[config.mk]
export PLATFORM = sky130hd
export DESIGN_NAME = uart_core
export DESIGN_NICKNAME = d
export VERILOG_FILES = /design/src/include/uart_pkg.sv /design/src/core/uart_tx_shift.sv /design/src/core/uart_rx_fifo.sv /design/src/core/uart_core.sv
export VERILOG_INCLUDE_DIRS = /design/src /design/src/include
export SDC_FILE = /design/constraint.sdc
export NUM_CORES = 1
export LEC_CHECK = 0
export ABC_AREA = 1
export BUFFER_PORTS_ARGS = -buffer_cell sky130_fd_sc_hd__buf_2
export CAP_MARGIN = 30
export CORE_UTILIZATION = 58
export DETAILED_ROUTE_END_ITERATION = 8
export PLACE_DENSITY = 0.89
export SETUP_SLACK_MARGIN = 0.02
export SLEW_MARGIN = 20
export SYNTH_ARGS = -nofsm -noshare
export SYNTH_HDL_FRONTEND = slang
export SYNTH_SLANG_ARGS = --single-unit
export TNS_END_PERCENT = 1
[constraint.sdc]
create_clock -name clock_i -period 3.7 [get_ports clock_i]
set_input_delay 0.185 -clock clock_i [delete_from_list [all_inputs] [get_ports clock_i]]
set_output_delay 0.185 -clock clock_i [all_outputs]
set_load 0.05 [all_outputs]
[src/include/uart_cfg.svh]
`ifndef UART_CFG_SVH
`define UART_CFG_SVH
// register byte offsets on the bus
`define OFF_DATA        8'h00
`define OFF_STAT_A      8'h04
`define OFF_STAT_B      8'h08
`define OFF_STAT_C      8'h0C
`define OFF_BAUD        8'h10
// ctrl_status_a fields
`define A_RX_DONE       7
`define A_TX_DONE       6
`define A_TX_EMPTY      5
`define A_FRAME_ERR     4
`define A_OVERRUN       3
`define A_PAR_ERR       2
// ctrl_status_b fields
`define B_TX_DONE_IE    6
`define B_TX_EMPTY_IE   5
`define B_RX_ON         4
`define B_TX_ON         3
`define B_RX_NINTH      1
`define B_TX_NINTH      0
// ctrl_status_c fields
`define C_SYNC          6
`define C_PAR_EN        5
`define C_PAR_ODD       4
`define C_TWO_STOP      3
`define C_SIZE_HI       2
`define C_SIZE_LO       0
`define SIZE_NINE       3'h7
`define C_RST           7'h06
`define BAUD_RST        16'h0000
`define AXI_OKAY        2'h0
`define AXI_SLVERR      2'h2
`endif

[src/include/uart_pkg.sv]
package uart_pkg;
  // one received frame as stored in the receive fifo
  typedef struct packed {
    logic       frame_err;
    logic       overrun;
    logic       par_err;
    logic       ninth;
    logic [7:0] data;
  } rx_entry_t;
  // frame format shared by both directions
  typedef struct packed {
    logic       par_en;
    logic       par_odd;
    logic       two_stop;
    logic [2:0] size;
  } frame_fmt_t;
endpackage

[src/core/uart_tx_shift.sv]
`timescale 1ns/100ps
`default_nettype none
`include "uart_cfg.svh"
module uart_tx_shift
  import uart_pkg::*;
(
  input  wire logic       clock_i,
  input  wire logic       reset_i,
  input  wire logic       bit_tick_i,
  input  wire frame_fmt_t fmt_i,
  input  wire logic       load_i,
  input  wire logic [8:0] char_i,
  output logic            busy_o,
  output logic            last_o,
  output logic            txd_o
);
  logic [12:0] frame_reg;
  logic [3:0]  left_reg;
  logic [3:0]  nbits;
  logic        par;
  logic [8:0]  masked;

  // data bits from the size field; 7 means nine bits
  always_comb begin
    case (fmt_i.size)
      3'h0:    nbits = 4'h5;
      3'h1:    nbits = 4'h6;
      3'h2:    nbits = 4'h7;
      3'h7:    nbits = 4'h9;
      default: nbits = 4'h8;
    endcase
    masked = char_i & ~(9'h1FF << nbits);
    par    = ^masked ^ fmt_i.par_odd;
  end

  // frame built lsb first: start, data, parity, stops
  always_ff @(posedge clock_i) begin
    if (reset_i) begin
      frame_reg <= 13'h1FFF;
      left_reg  <= 4'h0;
      txd_o     <= 1'b1;
    end else if (load_i) begin
      frame_reg <= (13'h1FFF << (nbits + 4'h1 + {3'h0, fmt_i.par_en}))
                 | {2'h0, fmt_i.par_en & par, 10'h000} >> (4'h9 - nbits)
                 | {3'h0, masked, 1'b0};
      left_reg  <= nbits + 4'h2 + {3'h0, fmt_i.par_en}
                 + {3'h0, fmt_i.two_stop};
      // a load on the last tick must still put the stop level on the line
      if (bit_tick_i) begin
        txd_o <= 1'b1;
      end
    end else if (bit_tick_i && left_reg != 4'h0) begin
      txd_o     <= frame_reg[0];
      frame_reg <= {1'b1, frame_reg[12:1]};
      left_reg  <= left_reg - 4'h1;
    end else if (bit_tick_i) begin
      txd_o     <= 1'b1; // idle high
    end
  end

  assign busy_o = (left_reg != 4'h0);
  // last stop bit goes out on this tick
  assign last_o = bit_tick_i && left_reg == 4'h1;
endmodule
`default_nettype wire

[src/core/uart_rx_fifo.sv]
`timescale 1ns/100ps
`default_nettype none
module uart_rx_fifo
  import uart_pkg::*;
#(
  parameter int DEPTH = 2
) (
  input  wire logic      clock_i,
  input  wire logic      reset_i,
  input  wire logic      flush_i,
  input  wire logic      push_i,
  input  wire rx_entry_t wdata_i,
  input  wire logic      pop_i,
  output rx_entry_t      rdata_o,
  output logic           full_o,
  output logic           empty_o
);
  localparam int AW = (DEPTH > 1) ? $clog2(DEPTH) : 1;
  rx_entry_t   mem [DEPTH];
  logic [AW:0] cnt_reg;
  logic [AW-1:0] rd_reg;
  logic [AW-1:0] wr_reg;
  logic        do_push;
  logic        do_pop;

  assign full_o  = (cnt_reg == (AW+1)'(DEPTH));
  assign empty_o = (cnt_reg == '0);
  assign do_push = push_i && !full_o;
  assign do_pop  = pop_i && !empty_o;
  assign rdata_o = mem[rd_reg];

  // storage; entries need no reset, count guards them
  always_ff @(posedge clock_i) begin
    if (do_push) begin
      mem[wr_reg] <= wdata_i;
    end
  end

  // pointers wrap at depth
  always_ff @(posedge clock_i) begin
    if (reset_i || flush_i) begin
      cnt_reg <= '0;
      rd_reg  <= '0;
      wr_reg  <= '0;
    end else begin
      if (do_push) begin
        wr_reg <= (wr_reg == AW'(DEPTH-1)) ? '0 : wr_reg + 1'b1;
      end
      if (do_pop) begin
        rd_reg <= (rd_reg == AW'(DEPTH-1)) ? '0 : rd_reg + 1'b1;
      end
      cnt_reg <= cnt_reg + (AW+1)'(do_push) - (AW+1)'(do_pop);
    end
  end
endmodule
`default_nettype wire

[src/core/uart_core.sv]
`timescale 1ns/100ps
`default_nettype none
`include "uart_cfg.svh"
module uart_core
  import uart_pkg::*;
#(
  parameter int RX_DEPTH = 2
) (
  input  wire logic        clock_i,
  input  wire logic        reset_i,
  // axi4-lite slave
  input  wire logic [7:0]  s_axi_awaddr,
  input  wire logic        s_axi_awvalid,
  output logic             s_axi_awready,
  input  wire logic [31:0] s_axi_wdata,
  input  wire logic [3:0]  s_axi_wstrb,
  input  wire logic        s_axi_wvalid,
  output logic             s_axi_wready,
  output logic [1:0]       s_axi_bresp,
  output logic             s_axi_bvalid,
  input  wire logic        s_axi_bready,
  input  wire logic [7:0]  s_axi_araddr,
  input  wire logic        s_axi_arvalid,
  output logic             s_axi_arready,
  output logic [31:0]      s_axi_rdata,
  output logic [1:0]       s_axi_rresp,
  output logic             s_axi_rvalid,
  input  wire logic        s_axi_rready,
  // interrupt side
  input  wire logic        global_irq_en_i,
  input  wire logic        tx_done_ack_i,
  output logic             tx_empty_irq_o,
  output logic             tx_done_irq_o,
  // line
  input  wire logic        serial_in_pin_i,
  input  wire logic        ext_transfer_clock_i,
  output logic             serial_out_pin_o,
  output logic             serial_out_oe_o,
  output logic             rx_pin_owned_o
);
  frame_fmt_t  fmt;
  rx_entry_t   rx_head;
  rx_entry_t   rx_new;
  logic [15:0] baud_reg;
  logic [15:0] div_reg;
  logic [6:0]  stat_c_reg;
  logic [8:0]  hold_reg;
  logic        hold_full_reg;
  logic        tx_ninth_reg;
  logic        tx_done_flag;
  logic        tx_empty_irq_en;
  logic        tx_done_irq_en;
  logic        transmit_on;
  logic        tx_active_reg;
  logic        receive_on;
  logic        bit_tick;
  logic        xck_q_reg;
  logic        tx_busy;
  logic        tx_last;
  logic        txd;
  logic        tx_load;
  logic        rx_full;
  logic        rx_empty;
  logic        rx_push;
  logic        rx_pop;
  logic        wr_fire;
  logic        rd_fire;
  logic [7:0]  aw_reg;
  logic [31:0] wd_reg;
  logic [3:0]  ws_reg;
  logic        aw_have_reg;
  logic        w_have_reg;
  logic [3:0]  rx_cnt_reg;
  logic [8:0]  rx_sh_reg;
  logic        rx_par_reg;
  logic        rx_busy_reg;
  logic        ovr_pend_reg;
  logic [3:0]  nbits;
  logic        rxd;

  assign fmt = '{par_en:   stat_c_reg[`C_PAR_EN],
                 par_odd:  stat_c_reg[`C_PAR_ODD],
                 two_stop: stat_c_reg[`C_TWO_STOP],
                 size:     stat_c_reg[`C_SIZE_HI:`C_SIZE_LO]};
  assign nbits = (fmt.size == `SIZE_NINE) ? 4'h9 :
                 (fmt.size[2] ? 4'h8 : 4'h5 + {2'h0, fmt.size[1:0]});

  // bit rate: divider in async, rising edge of xck in sync mode
  always_ff @(posedge clock_i) begin
    if (reset_i) begin
      div_reg   <= `BAUD_RST;
      xck_q_reg <= 1'b0;
    end else begin
      div_reg   <= (div_reg == '0) ? baud_reg : div_reg - 16'h1;
      xck_q_reg <= ext_transfer_clock_i;
    end
  end
  assign bit_tick = stat_c_reg[`C_SYNC] ?
                    (ext_transfer_clock_i && !xck_q_reg) :
                    (div_reg == '0);

  // ---------------- axi4-lite write side
  assign s_axi_awready = !aw_have_reg && !s_axi_bvalid;
  assign s_axi_wready  = !w_have_reg && !s_axi_bvalid;
  assign wr_fire = aw_have_reg && w_have_reg;
  always_ff @(posedge clock_i) begin
    if (reset_i) begin
      aw_have_reg  <= 1'b0;
      w_have_reg   <= 1'b0;
      aw_reg       <= '0;
      wd_reg       <= '0;
      ws_reg       <= '0;
      s_axi_bvalid <= 1'b0;
      s_axi_bresp  <= `AXI_OKAY;
    end else begin
      if (s_axi_awvalid && s_axi_awready) begin
        aw_have_reg <= 1'b1;
        aw_reg      <= s_axi_awaddr;
      end
      if (s_axi_wvalid && s_axi_wready) begin
        w_have_reg <= 1'b1;
        wd_reg     <= s_axi_wdata;
        ws_reg     <= s_axi_wstrb;
      end
      if (wr_fire) begin
        aw_have_reg  <= 1'b0;
        w_have_reg   <= 1'b0;
        s_axi_bvalid <= 1'b1;
        s_axi_bresp  <= (aw_reg > `OFF_BAUD) ? `AXI_SLVERR : `AXI_OKAY;
      end else if (s_axi_bready) begin
        s_axi_bvalid <= 1'b0;
      end
    end
  end

  // control registers; only the low byte lane matters except baud
  always_ff @(posedge clock_i) begin
    if (reset_i) begin
      stat_c_reg      <= `C_RST;
      baud_reg        <= `BAUD_RST;
      tx_empty_irq_en <= 1'b0;
      tx_done_irq_en  <= 1'b0;
      transmit_on     <= 1'b0;
      receive_on      <= 1'b0;
      tx_ninth_reg    <= 1'b0;
    end else if (wr_fire && ws_reg[0]) begin
      case (aw_reg)
        `OFF_STAT_B: begin
          tx_done_irq_en  <= wd_reg[`B_TX_DONE_IE];
          tx_empty_irq_en <= wd_reg[`B_TX_EMPTY_IE];
          receive_on      <= wd_reg[`B_RX_ON];
          transmit_on     <= wd_reg[`B_TX_ON];
          tx_ninth_reg    <= wd_reg[`B_TX_NINTH];
        end
        `OFF_STAT_C: stat_c_reg <= wd_reg[6:0];
        `OFF_BAUD:   baud_reg <= {ws_reg[1] ? wd_reg[15:8] : baud_reg[15:8],
                                  wd_reg[7:0]};
        default: ;
      endcase
    end
  end

  // ---------------- transmit path
  // holding buffer: cpu fills it, shifter drains it
  assign tx_load = hold_full_reg && tx_active_reg &&
                   (!tx_busy || tx_last);
  always_ff @(posedge clock_i) begin
    if (reset_i) begin
      hold_full_reg <= 1'b0;
      hold_reg      <= '0;
    end else if (wr_fire && ws_reg[0] && aw_reg == `OFF_DATA
                 && transmit_on) begin
      hold_full_reg <= 1'b1;
      hold_reg      <= {tx_ninth_reg, wd_reg[7:0]};
    end else if (tx_load) begin
      hold_full_reg <= 1'b0;
    end
  end

  // turning off waits for both stages to drain
  always_ff @(posedge clock_i) begin
    if (reset_i) begin
      tx_active_reg <= 1'b0;
    end else if (transmit_on) begin
      tx_active_reg <= 1'b1;
    end else if (!tx_busy && !hold_full_reg) begin
      tx_active_reg <= 1'b0;
    end
  end

  // done flag: set wins over either clear
  always_ff @(posedge clock_i) begin
    if (reset_i) begin
      tx_done_flag <= 1'b0;
    end else if (tx_last && !hold_full_reg) begin
      tx_done_flag <= 1'b1;
    end else if (tx_done_ack_i || (wr_fire && ws_reg[0] &&
                 aw_reg == `OFF_STAT_A && wd_reg[`A_TX_DONE])) begin
      tx_done_flag <= 1'b0;
    end
  end

  // level requests; empty irq repeats until data or disable
  assign tx_empty_irq_o = global_irq_en_i && tx_empty_irq_en
                          && !hold_full_reg;
  assign tx_done_irq_o  = global_irq_en_i && tx_done_irq_en
                          && tx_done_flag;
  assign serial_out_pin_o = txd;
  assign serial_out_oe_o  = tx_active_reg;

  uart_tx_shift u_tx (
    .clock_i   (clock_i),
    .reset_i   (reset_i),
    .bit_tick_i(bit_tick),
    .fmt_i     (fmt),
    .load_i    (tx_load),
    .char_i    (hold_reg),
    .busy_o    (tx_busy),
    .last_o    (tx_last),
    .txd_o     (txd)
  );

  // ---------------- receive path
  // one sample per bit tick; recovery filtering lives elsewhere
  assign rxd = receive_on ? serial_in_pin_i : 1'b1;
  assign rx_pin_owned_o = receive_on;
  assign rx_push = rx_busy_reg && bit_tick &&
                   rx_cnt_reg == nbits + {3'h0, fmt.par_en};
  always_ff @(posedge clock_i) begin
    if (reset_i || !receive_on) begin
      rx_busy_reg  <= 1'b0;
      rx_cnt_reg   <= '0;
      rx_sh_reg    <= '0;
      rx_par_reg   <= 1'b0;
      ovr_pend_reg <= 1'b0;
    end else if (bit_tick) begin
      if (!rx_busy_reg && !rxd) begin
        rx_busy_reg <= 1'b1; // start seen
        rx_cnt_reg  <= '0;
        rx_sh_reg   <= '0;
        if (rx_full) begin
          ovr_pend_reg <= 1'b1; // frame is lost if the fifo is still full at its end
        end
      end else if (rx_push) begin
        rx_busy_reg  <= 1'b0;
        if (!rx_full) begin
          ovr_pend_reg <= 1'b0;
        end
      end else if (rx_busy_reg) begin
        if (rx_cnt_reg < nbits) begin
          rx_sh_reg[rx_cnt_reg] <= rxd;
        end else begin
          rx_par_reg <= rxd;
        end
        rx_cnt_reg <= rx_cnt_reg + 4'h1;
      end
    end
  end
  assign rx_new = '{frame_err: !rxd,
                    overrun:   ovr_pend_reg,
                    par_err:   fmt.par_en && (rx_par_reg !=
                               (^rx_sh_reg ^ fmt.par_odd)),
                    ninth:     rx_sh_reg[8],
                    data:      rx_sh_reg[7:0]};

  uart_rx_fifo #(.DEPTH(RX_DEPTH)) u_rxf (
    .clock_i(clock_i),
    .reset_i(reset_i),
    .flush_i(!receive_on),
    .push_i (rx_push),
    .wdata_i(rx_new),
    .pop_i  (rx_pop),
    .rdata_o(rx_head),
    .full_o (rx_full),
    .empty_o(rx_empty)
  );

  // ---------------- axi4-lite read side
  assign s_axi_arready = !s_axi_rvalid;
  assign rd_fire = s_axi_arvalid && s_axi_arready;
  assign rx_pop  = rd_fire && s_axi_araddr == `OFF_DATA;
  always_ff @(posedge clock_i) begin
    if (reset_i) begin
      s_axi_rvalid <= 1'b0;
      s_axi_rdata  <= '0;
      s_axi_rresp  <= `AXI_OKAY;
    end else if (rd_fire) begin
      s_axi_rvalid <= 1'b1;
      s_axi_rresp  <= `AXI_OKAY;
      s_axi_rdata  <= '0;
      case (s_axi_araddr)
        `OFF_DATA: s_axi_rdata[7:0] <= rx_empty ? 8'h00 : rx_head.data;
        `OFF_STAT_A: begin
          s_axi_rdata[`A_RX_DONE]   <= !rx_empty;
          s_axi_rdata[`A_TX_DONE]   <= tx_done_flag;
          s_axi_rdata[`A_TX_EMPTY]  <= !hold_full_reg;
          s_axi_rdata[`A_FRAME_ERR] <= !rx_empty && rx_head.frame_err;
          s_axi_rdata[`A_OVERRUN]   <= !rx_empty && rx_head.overrun;
          s_axi_rdata[`A_PAR_ERR]   <= !rx_empty && rx_head.par_err;
        end
        `OFF_STAT_B: begin
          s_axi_rdata[`B_TX_DONE_IE]  <= tx_done_irq_en;
          s_axi_rdata[`B_TX_EMPTY_IE] <= tx_empty_irq_en;
          s_axi_rdata[`B_RX_ON]       <= receive_on;
          s_axi_rdata[`B_TX_ON]       <= transmit_on;
          s_axi_rdata[`B_RX_NINTH]    <= !rx_empty && rx_head.ninth;
          s_axi_rdata[`B_TX_NINTH]    <= tx_ninth_reg;
        end
        `OFF_STAT_C: s_axi_rdata[6:0]  <= stat_c_reg;
        `OFF_BAUD:   s_axi_rdata[15:0] <= baud_reg;
        default:     s_axi_rresp <= `AXI_SLVERR;
      endcase
    end else if (s_axi_rready) begin
      s_axi_rvalid <= 1'b0;
    end
  end

  // ---------------- checks
  AST_EMPTY_CLEAR: assert property (@(posedge clock_i) disable iff (reset_i)
    (wr_fire && ws_reg[0] && aw_reg == `OFF_DATA && transmit_on)
    |=> hold_full_reg) else $error("write did not fill buffer");
  AST_EMPTY_IRQ: assert property (@(posedge clock_i) disable iff (reset_i)
    (global_irq_en_i && tx_empty_irq_en && !hold_full_reg)
    |-> tx_empty_irq_o) else $error("empty irq missing");
  AST_DONE_SET: assert property (@(posedge clock_i) disable iff (reset_i)
    (tx_last && !hold_full_reg) |=> tx_done_flag)
    else $error("done flag not set");
  AST_DONE_ACK: assert property (@(posedge clock_i) disable iff (reset_i)
    (tx_done_ack_i && !tx_last) |=> !tx_done_flag)
    else $error("done flag not cleared");
  AST_DONE_IRQ: assert property (@(posedge clock_i) disable iff (reset_i)
    (tx_done_irq_en && global_irq_en_i && $rose(tx_done_flag))
    |-> tx_done_irq_o) else $error("done irq missing");
  AST_TX_OFF: assert property (@(posedge clock_i) disable iff (reset_i)
    (tx_busy || hold_full_reg) && tx_active_reg |=> tx_active_reg)
    else $error("tx released early");
  AST_RX_FLAG: assert property (@(posedge clock_i) disable iff (reset_i)
    (rx_push && receive_on && rx_empty) |=> !rx_empty)
    else $error("frame not stored");
  AST_RX_FLUSH: assert property (@(posedge clock_i) disable iff (reset_i)
    !receive_on |=> rx_empty) else $error("fifo not flushed");
  AST_LOAD_IDLE: assert property (@(posedge clock_i) disable iff (reset_i)
    (hold_full_reg && tx_active_reg && !tx_busy) |=> !hold_full_reg ||
    tx_busy) else $error("idle shifter not loaded");
endmodule
`default_nettype wire

After elaboration in Yosys (flattened, before gate mapping). Memories as Yosys holds them, arrays and structs flattened. A register that Yosys moved wholly into a read port is not among the register bits. Cells that the tools add are included.

Memories kept: 1. Register bits after elaboration: 145. Output and inout port bits: 46. RAM bits: 24. ROM bits: 0. Latch bits: 0. Input port bits: 63.

Memories: u_rxf.mem (depth 2, bits a word 12, read ports 1, clocked after memory_dff 1, wr ports 1, RTL line uart_rx_fifo.sv:19) `rx_entry_t mem [DEPTH];`.

Equal/unequal tests: 18. Reductions and logical operators: 77. Shifts and indexed selects: 3. $lt $le $gt $ge: 4. $mul: 0. Divide/modulo/power cells: 0. Multiplexer cells: 53. Bitwise operators: 10. $add $sub $neg: 15.

Operators with widths (number): 9-bit two-way mux (4); 1-bit logical AND (34); 8-bit by 4-bit equality test with 1-bit output (second input constant) (4); 1-bit two-way mux (28); 4-bit two-way mux (7); 13-bit two-way mux (2); 4-bit case mux with 5 select lines (1); 2-bit nonzero test (9); 9-bit XOR reduction (2); 4-bit by 1-bit adder with 4-bit output (4); 8-bit by 3-bit equality test with 1-bit output (second input constant) (2); 8-bit by 5-bit equality test with 1-bit output (second input constant) (2); 16-bit logical NOT (1); 8-bit logical NOT (2); 16-bit two-way mux (1); 8-bit two-way mux (2); 4-bit case mux with 4 select lines (1); 16-bit by 1-bit subtractor with 16-bit output (second input constant) (1); 13-bit by 10-bit OR with 13-bit output (1); 13-bit OR (1); 13-bit by 4-bit left shift with 13-bit output (first input constant) (1); 11-bit by 4-bit >> shifter with 13-bit output (1); 1-bit logical NOT (12); 9-bit bitwise AND (1); other kinds (42) (56).

Longest topological paths before layout. Gate-level depths: netlist (run 1).

Word-level depth: 12. Mapped depth: 20.

Hierarchy. From an unflattened synthesis (run 1), not the netlist that was laid out.

Cell total of the unflattened synthesis: 1125. Area, all modules: 8536.9 µm².

Modules (own cells, without submodules): uart_core (instances 1, cells an instance 773, area each 5733.0 µm², sequential area each 2422.3 µm²); uart_tx_shift (instances 1, cells an instance 277, area each 1647.8 µm², sequential area each 360.3 µm²); uart_rx_fifo (instances 1, cells an instance 75, area each 1156.1 µm², sequential area each 820.8 µm²).

Worst setup path before layout (run 1). OpenSTA, ideal clock, no wires.

Path kind: register to register. From: register stat_c_reg[1]. To: memory u_rxf.mem[1][0] (netlist name) (enable). Slack: 0.737 ns. Setup time: 0.382 ns. Arrival: 2.581 ns. Buffers on the path: 0. Clock period less this slack: 2.963 ns. Cell stages (with the launch flop): 14. Path through: dfxtp_1 > ha_1 > nand2_1 > inv_1 > a21oi_1 > inv_1 > ha_1 > ha_1 > o21ai_0 > a211oi_1 > nand4_1 > nor2_1 > nand2_1 > nor2_1.

Word-level cells in the longest chain between the ends: 9. Elaborated cells between the ends (all ways): 10.

RTL lines: start, declared (RTL line uart_core.sv:46) `logic [6:0] stat_c_reg;`; start signal, assigned (RTL line uart_core.sv:139) `` stat_c_reg <= `C_RST; ``; start signal, assigned (RTL line uart_core.sv:155) `` `OFF_STAT_C: stat_c_reg <= wd_reg[6:0]; ``; 3-bit by 2-bit adder with 4-bit output (RTL line uart_core.sv:86) `(fmt.size[2] ? 4'h8 : 4'h5 + {2'h0, fmt.size[1:0]});`; 4-bit two-way mux (RTL line uart_core.sv:86); 4-bit two-way mux * (RTL line uart_core.sv:85) `` assign nbits = (fmt.size == `SIZE_NINE) ? 4'h9 : ``; 4-bit by 1-bit adder with 4-bit output * (RTL line uart_core.sv:228) `rx_cnt_reg == nbits + {3'h0, fmt.par_en};`; 4-bit equality test * (RTL line uart_core.sv:228); 1-bit logical AND * (RTL line uart_core.sv:227) `assign rx_push = rx_busy_reg && bit_tick &&`; 1-bit logical AND * (RTL line uart_rx_fifo.sv:28) `assign do_push = push_i && !full_o;`; 1-bit two-way mux * (RTL line uart_rx_fifo.sv:34) `if (do_push) begin`; 1-bit two-way mux (implied by the code) * (RTL line uart_rx_fifo.sv:35) `mem[wr_reg] <= wdata_i;`; end, declared (RTL line uart_rx_fifo.sv:19).

Mark *: on every way between the ends. The rest lies on a longest branch, timed or not.

Worst setup path in the final report (run 1).
From: register stat_c_reg[1]. To: register u_rxf.cnt_reg[1].

Word-level cells in the longest chain between the ends: 9. Elaborated cells between the ends (all ways): 10.

RTL lines: 3-bit by 2-bit adder with 4-bit output (RTL line uart_core.sv:86); 4-bit two-way mux (RTL line uart_core.sv:86); 4-bit two-way mux * (RTL line uart_core.sv:85); 4-bit by 1-bit adder with 4-bit output * (RTL line uart_core.sv:228); 4-bit equality test * (RTL line uart_core.sv:228); 1-bit logical AND * (RTL line uart_core.sv:227); 1-bit logical AND * (RTL line uart_rx_fifo.sv:28); named net u_rxf.do_push (RTL line uart_rx_fifo.sv:23) `logic do_push;`; 2-bit by 1-bit adder with 2-bit output * (RTL line uart_rx_fifo.sv:52) `cnt_reg <= cnt_reg + (AW+1)'(do_push) - (AW+1)'(do_pop);`; 2-bit by 1-bit subtractor with 2-bit output * (RTL line uart_rx_fifo.sv:52); end signal, assigned (RTL line uart_rx_fifo.sv:52); end, declared (RTL line uart_rx_fifo.sv:20) `logic [AW:0] cnt_reg;`.

The timed path passes the listed nets; every way through them passes the cells marked *. A chain may end at the register's enable or synchronous reset.

==> metrics.cfg, run 1 <==
[drt]
dr.pass1.iters=5
routed_via_density=5.51
drt-wirelength-per-cell_um=14.8
num_vias=7463
totalWireLength_um=20000
drtAntennaViolNets=0
dr.first_iter.drc_count=662
drc_errors=0

[critical_path]
path_cells=ha_1, nand2_1, inv_1, a21oi_1, inv_1, ha_1, ha_1, o21ai_0, a211oi_1, nand4_1, nor2_1, nand2_1, inv_1, ha_1, xnor2_1, or2_2, a21oi_1
startpoint_type=register
crit_path_frequent_cell=ha_1
r2r_slack_ps=520
crit_type=register to register
endpoint=u_rxf.cnt_reg[1]
crit_path_start=stat_c_reg[1]
crit_slowest_cell=dfxtp_1
worst_r2r_endpoint=u_rxf.cnt_reg[1]
path_max_fanout=5
critical_path.max_stage_delay_ps=350
cp.depth=17
endpoint_kind=register
rr_worst_depth=17
critPathTopFamily=simple AND/OR/NAND/NOR gates
arrival_ps=3540
crit_buf_inv=3
r2r-start=stat_c_reg[1]
cp_data_required_time_ps=4060

[logic_synthesis]
synth_ff_type=dfxtp_1
synth_top_family_by_area=simple AND/OR/NAND/NOR gates
synthArstFlopShare_pct=0
synthMuxAreaShare_pct=0.362
ys_seq_elements=168
yosys.area.top_type=dfxtp_1
synthCells=1101
yosys.cell_types.count=51
synth-xor-area-share_pct=3.27
yosysTopAreaCellShare_pct=34.7
synth_edf_count=24
synthAdderAreaFrac_pct=4.16
synth.area.top_cells=dfxtp_1, nand2_1, edfxtp_1
yosys_warnings=0
seq_area_frac_synth_pct=43.4
synthSimpleGateAreaFrac_pct=21.4
synth-compound-area-share_pct=17.3
syn_avg_cell_area_um2=7.54
synth_area_um2=8300

[global_route]
grt_pass1_vias=6986
grt_max_degree=71
overflow=0
grt_util_all_layers_pct=28.4
antenna_found_initial=0
grt_pass1_wl_um=32600

[worst_hold_path]
whs_path_depth=3
hp-class=primary input to register

[clock_network]
clkLatencyLatePin_ps=440
cts_tree=yes
cts_resized=0
clkSinkCount=168
cts.clk_slew.worst_paths_ps=60
clk_path_buf_depth=2
cts_max_level=4
cts_hold_buf=2
post_cts_buffers=0
cts_buffers=17
clockRootBuffer=clkbuf_16

[place]
hpwl_um=14000
gp_congestion=0.906
portBuffers=72

[finish]
antenna_cells=0
n_fill_cell=1101
drive_gt1_share_pct=11.8
area_growth_pct=12.9
regMostFlops=u_rxf.mem
largest_reg_flops=24
fin_nets=1251

[floorplan]
dieArea_um2=14800
num_io_pins=109
core-area_um2=13900
num_rows=43
die_h_um=122
start_util_pct=59.6
fp.dieW_um=122

[timing]
finalSetupTns_ps=0
period_needed_ps=3180
max_freq_mhz=315
min_period_over_period_pct=85.8
setup_viol=0
rsz0062_at_grt=no
max-slew-margin-rel_pct=42.4
tightest_slew_ps=856
worst_clock_skew_ps=9.27
drv_slew=0
timing.final.hold_violations=0
hold_slack_ps=5.46

[status]
status=finished, final reports clean

[power]
ir_drop_uv=291
p_per_area_nw_per_um2=497
p_leak_nw=4.13

[run]
maxCapViolations=0

placed cells by master, fill, tap and decap left out, types with 4 or more instances in the layout:
| cell type | n |
|---|---|
| a211oi_1 | 4 |
| a21oi_1 | 95 |
| a221oi_1 | 4 |
| a31oi_1 | 9 |
| buf_2 | 72 |
| buf_4 | 6 |
| bufinv_16 | 4 |
| clkbuf_16 | 17 |
| clkbuf_8 | 5 |
| conb_1 | 18 |
| dfxtp_1 | 144 |
| edfxtp_1 | 24 |
| ha_1 | 26 |
| inv_1 | 133 |
| inv_2 | 4 |
| nand2_1 | 195 |
| nand3_1 | 55 |
| nand4_1 | 4 |
| nor2_1 | 120 |
| nor3_1 | 16 |
| o211ai_1 | 5 |
| o21a_1 | 5 |
| o21ai_0 | 117 |
| o22ai_1 | 5 |
| or2_2 | 6 |
| xnor2_1 | 19 |
| xor2_1 | 12 |
worst reg2reg max path, stage by stage, from the launching register on:
cell and delay (ps):
dfxtp_1 350, ha_1 220, nand2_1 100, inv_1 60, a21oi_1 240, inv_1 80
ha_1 200, ha_1 290, o21ai_0 80, a211oi_1 230, nand4_1 230, nor2_1 190
nand2_1 100, inv_1 90, ha_1 160, xnor2_1 70, or2_2 270, a21oi_1 130
layer usage:
layer	vias to the layer above	share of wire, %	global-route usage, %
li1	3688	-	-
met1	3422	42	34.1
met2	276	49	47.5
met3	77	5.1	6.04
met4	0	4.1	15.1
met5	-	0	0
power breakdown:
part | total, mW | internal, mW | leakage (nW) | switching, mW
clock | 1.93 | 1.22 | 0.317 | 0.714
combinational | 0.706 | 0.235 | 2.43 | 0.471
sequential | 2.02 | 1.95 | 1.38 | 0.0734
kinds of logic (layout without fill, tap and decap cells):
logic type                 Yosys count  after routing
buffers and inverters              197            253
xor gates and xnor gates            31             31
and+or+nand+nor                    415            415
AOI/OAI and AO/OA                  259            259
adders and majority gates           27             27
other                                1             18
DFF                                168            168
muxes                                3              3
how the worst min path moves through the flow:
stage | start | endpoint | slack, ps
after global placement | ext_transfer_clock_i | xck_q_reg | 400
after detailed placement | ext_transfer_clock_i | xck_q_reg | 410
after CTS | s_axi_wdata[10] | wd_reg[10] | 1
final | s_axi_wdata[10] | wd_reg[10] | 5
after floorplan | ext_transfer_clock_i | xck_q_reg | 310
after global routing | s_axi_wdata[15] | wd_reg[15] | 8
area by class of cell:
| type | instances | area, µm² | share of cell area, % |
|---|---|---|---|
| timing repair buffer | 81 | 445 | 4.75 |
| tap | 180 | 225 | 2.40 |
| inverter | 140 | 526 | 5.61 |
| clock buffer | 25 | 505 | 5.39 |
| sequential | 168 | 3600 | 38.4 |
| clock inverter | 7 | 139 | 1.48 |
| multi-input combinational | 753 | 3930 | 41.9 |
Yosys cell counts, drive strengths merged (2+ instances only):
library cell / count
or2: 6
o21a: 5
nand4: 5
o211a: 2
nor4: 3
nor2: 125
and3: 2
xor2: 12
a31oi: 9
a211oi: 4
a21oi: 97
edfxtp: 24
o2111ai: 2
nand3: 56
ha: 26
xnor2: 19
nand2: 198
a221oi: 4
o21ai: 121
o211ai: 6
nor3: 19
inv: 137
mux2i: 3
dfxtp: 144
clkbuf: 28
o22ai: 5
clkinv: 3
buf: 29
through the flow:
step / setup slack [ps] / std cells / utilization (%) / total power [mW] / instance area (µm²)
2_1_floorplan: 737 / 1118 / - / 2.60 / 8370
3_3_place_gp: 699 / 1318 / 62.3 / 2.72 / 8680
3_5_place_dp: 578 / 1318 / 62.3 / 2.75 / 8680
4_1_cts: 547 / 1352 / 67.1 / 4.65 / 9350
5_1_grt: 196 / 1354 / 67.3 / 4.84 / 9370
6_report: 524 / 1354 / 67.3 / 4.66 / 9370
Note: power is estimated with default switching activity, not from simulation.
==> inputs of run 2 (changes only) <==
ABC_AREA = unset   (was 1)
==> metrics.cfg, run 2 <==
[timing]
max-slew-margin-rel_pct=32.3  ; -10 points
rsz0062_at_grt=no
drv_slew=0  ; unchanged
period_needed_ps=3410  ; +238 ps
hold_slack_ps=7.04  ; +1.59 ps
finalSetupTns_ps=0  ; unchanged
setup_viol=0  ; unchanged
max_freq_mhz=293  ; -7.0%
worst_clock_skew_ps=10.8  ; +1.50 ps
setup_ws_ps=286  ; -238 ps
min_period_over_period_pct=92.3  ; +6.4 points
tightest_slew_ps=1020  ; +159 ps
timing.final.hold_violations=0  ; unchanged

[logic_synthesis]
yosys.cell_types.count=73  ; +43%
yosys.area.top_type=dfxtp_1
synthMostInstantiatedCell=nand2_1
synth_area_um2=8220  ; -0.96%
synthTopCellsByCount=nand2_1, dfxtp_1, a21oi_1
yosys_warnings=0  ; unchanged
synth_ff_type=dfxtp_1
yosysTopAreaCellShare_pct=35.1  ; +0.34 points
synth.area.top_cells=dfxtp_1, edfxtp_1, nand2_1
seq_area_frac_synth_pct=43.8  ; +0.42 points
synthCells=950  ; -14%
synthArstFlopShare_pct=0  ; unchanged
syn_avg_cell_area_um2=8.66  ; +15%
synth_edf_count=24  ; unchanged
ys_seq_elements=168  ; unchanged

[clock_network]
cts.clk_slew.worst_paths_ps=60  ; about the same
clk_path_buf_depth=2  ; unchanged
cts_max_level=4  ; unchanged
cts_hold_buf=21  ; +19
post_cts_buffers=0  ; unchanged
clkSinkCount=168  ; unchanged
cts_tree=yes
cts_buffers=17  ; unchanged
clockRootBuffer=clkbuf_16
clkLatencyLatePin_ps=440  ; about the same
cts_resized=0  ; unchanged

[finish]
antenna_cells=0  ; unchanged
regMostFlops=u_rxf.mem
final_common_cell=nand2_1
largest_reg_flops=24  ; unchanged
drive_gt1_share_pct=13.5  ; +1.7 points
final_cell_mix=nand2_1, dfxtp_1, a21oi_1
area_growth_pct=14.3
instances_no_fill=1214  ; -10%
fin_nets=1111  ; -11%

[place]
portBuffers=72  ; unchanged
gp_congestion=0.928  ; +2.4%
hpwl_um=13500  ; -3.4%
dp_cells=1161  ; -12%
dp_slack_ps=365  ; -212 ps

[worst_hold_path]
whs_path_depth=3  ; unchanged
hp-start=s_axi_awaddr[3]
min_to=aw_reg[3]
hp-class=primary input to register

[floorplan]
fp.dieW_um=121  ; -0.47%
num_io_pins=109  ; unchanged
core-area_um2=13900  ; -0.39%
die_h_um=121  ; -0.47%
start_util_pct=59.2  ; -0.35 points
dieArea_um2=14700  ; -0.94%
num_rows=43  ; unchanged

[global_route]
met1_usage_pct=36.6  ; +2.5 points
antenna_found_initial=0  ; unchanged
overflow=0  ; unchanged
grt_pass1_wl_um=34000  ; +4.2%
grt_util_all_layers_pct=29.8  ; +1.5 points
grt.busiest_layer=met2
grt_max_degree=98  ; +38%
grt_pass1_vias=7048  ; +0.89%
met2_usage_pct=50.7  ; +3.3 points
grt_use_met3_pct=5.83  ; -0.21 points

[power]
p_per_area_nw_per_um2=479  ; -3.6%
ir_drop_uv=347  ; +19%
p_leak_nw=3.81  ; -7.8%
total_power_mw=4.51  ; -3.4%

[drt]
dr.first_iter.drc_count=942  ; +42%
drc_errors=0  ; unchanged
drt-wirelength-per-cell_um=17.3  ; +17%
totalWireLength_um=21000  ; +5.3%
dr.pass1.iters=6  ; +1
routed_via_density=6.04  ; +9.6%
drtAntennaViolNets=0  ; unchanged
num_vias=7335  ; -1.7%

[critical_path]
rr_worst_depth=11  ; -6
cp_data_required_time_ps=4020  ; -40 ps
crit_type=register to register
r2r_slack_ps=290  ; -240 ps
worst_r2r_endpoint=u_tx.frame_reg[7]
crit_buf_inv=2  ; -1
path_max_fanout=10  ; +5
path_cells=inv_1, ha_1, nor3_1, or2_2, inv_1, ha_1, nor2b_1, xnor2_1, nand3_1, a41o_1, a311o_1
endpoint_kind=register
critPathTopFamily=simple AND/OR/NAND/NOR gates
r2r-start=stat_c_reg[1]
critical_path.max_stage_delay_ps=610  ; +260 ps
crit_slowest_cell=xnor2_1
arrival_ps=3740  ; +200 ps
startpoint_type=register

[status]
status=finished, final reports clean

[run]
maxCapViolations=0  ; unchanged

==> run 2: cells by family (layout without fill, tap and decap cells) <==
group                    count (synthesis)  after routing  share of synthesized area (%)
AND/OR/NAND/NOR                        379            379                           21.3
AO/OA/AOI/OAI                          198            198                           15.7
flip-flops                             168            168                           43.8
buffers and inverters                  104            171                           5.78
XOR/XNOR                                39             39                           4.32
multiplexers                            34             34                           4.79
adder cells (fa/ha/maj)                 27             27                           4.20
other                                    1             18                         0.0456
==> run 2: through the flow <==
| step | utilization, % | instance area (µm²) |
|---|---|---|
| floorplan | - | 8290 |
| global placement | 62.0 | 8610 |
| detailed placement | 62.0 | 8610 |
| CTS | 67.7 | 9400 |
| global route | 67.7 | 9400 |
| finish | 67.7 | 9400 |
==> run 2: worst min-delay path, delay by kind of cell <==
| family | cells | cell delay [ps] |
|---|---|---|
| buffers and inverters | 1 | 100 |
| and+or+nand+nor | 1 | 50 |
| AOI/OAI and AO/OA | 1 | 50 |
==> run 2: final cells by class <==
cell class | count | area, µm²
Clock buffer | 19 | 453
Clock inverter | 13 | 134
Fill cell | 979 | 4480
Inverter | 37 | 139
Multi-Input combinational cell | 695 | 4210
Sequential cell | 168 | 3600
Tap cell | 180 | 225
Timing Repair Buffer | 102 | 641
==> run 2: where the power goes <==
part / total [mW] / switching (mW) / internal [mW]
registers: 2.02 / 0.0932 / 1.93
clock network: 1.76 / 0.774 / 0.982
logic: 0.727 / 0.463 / 0.265
==> run 2: worst max-delay path by stage <==
stage,endpoint,depth (start not counted),from
floorplan,u_rxf.mem[0][0],11,stat_c_reg[0]
detailed placement,u_tx.frame_reg[7],11,stat_c_reg[0]
CTS,u_tx.frame_reg[7],11,stat_c_reg[0]
finish,u_tx.frame_reg[7],11,stat_c_reg[1]
global route,u_tx.frame_reg[7],11,stat_c_reg[1]
global placement,u_tx.frame_reg[7],11,stat_c_reg[0]
==> run 2: per-layer routing <==
layer / wire (µm) / part of all wire [%]
met5: 0 / 0
met4: 661 / 3.1
met3: 1550 / 7.4
met2: 10300 / 49
met1: 8520 / 40
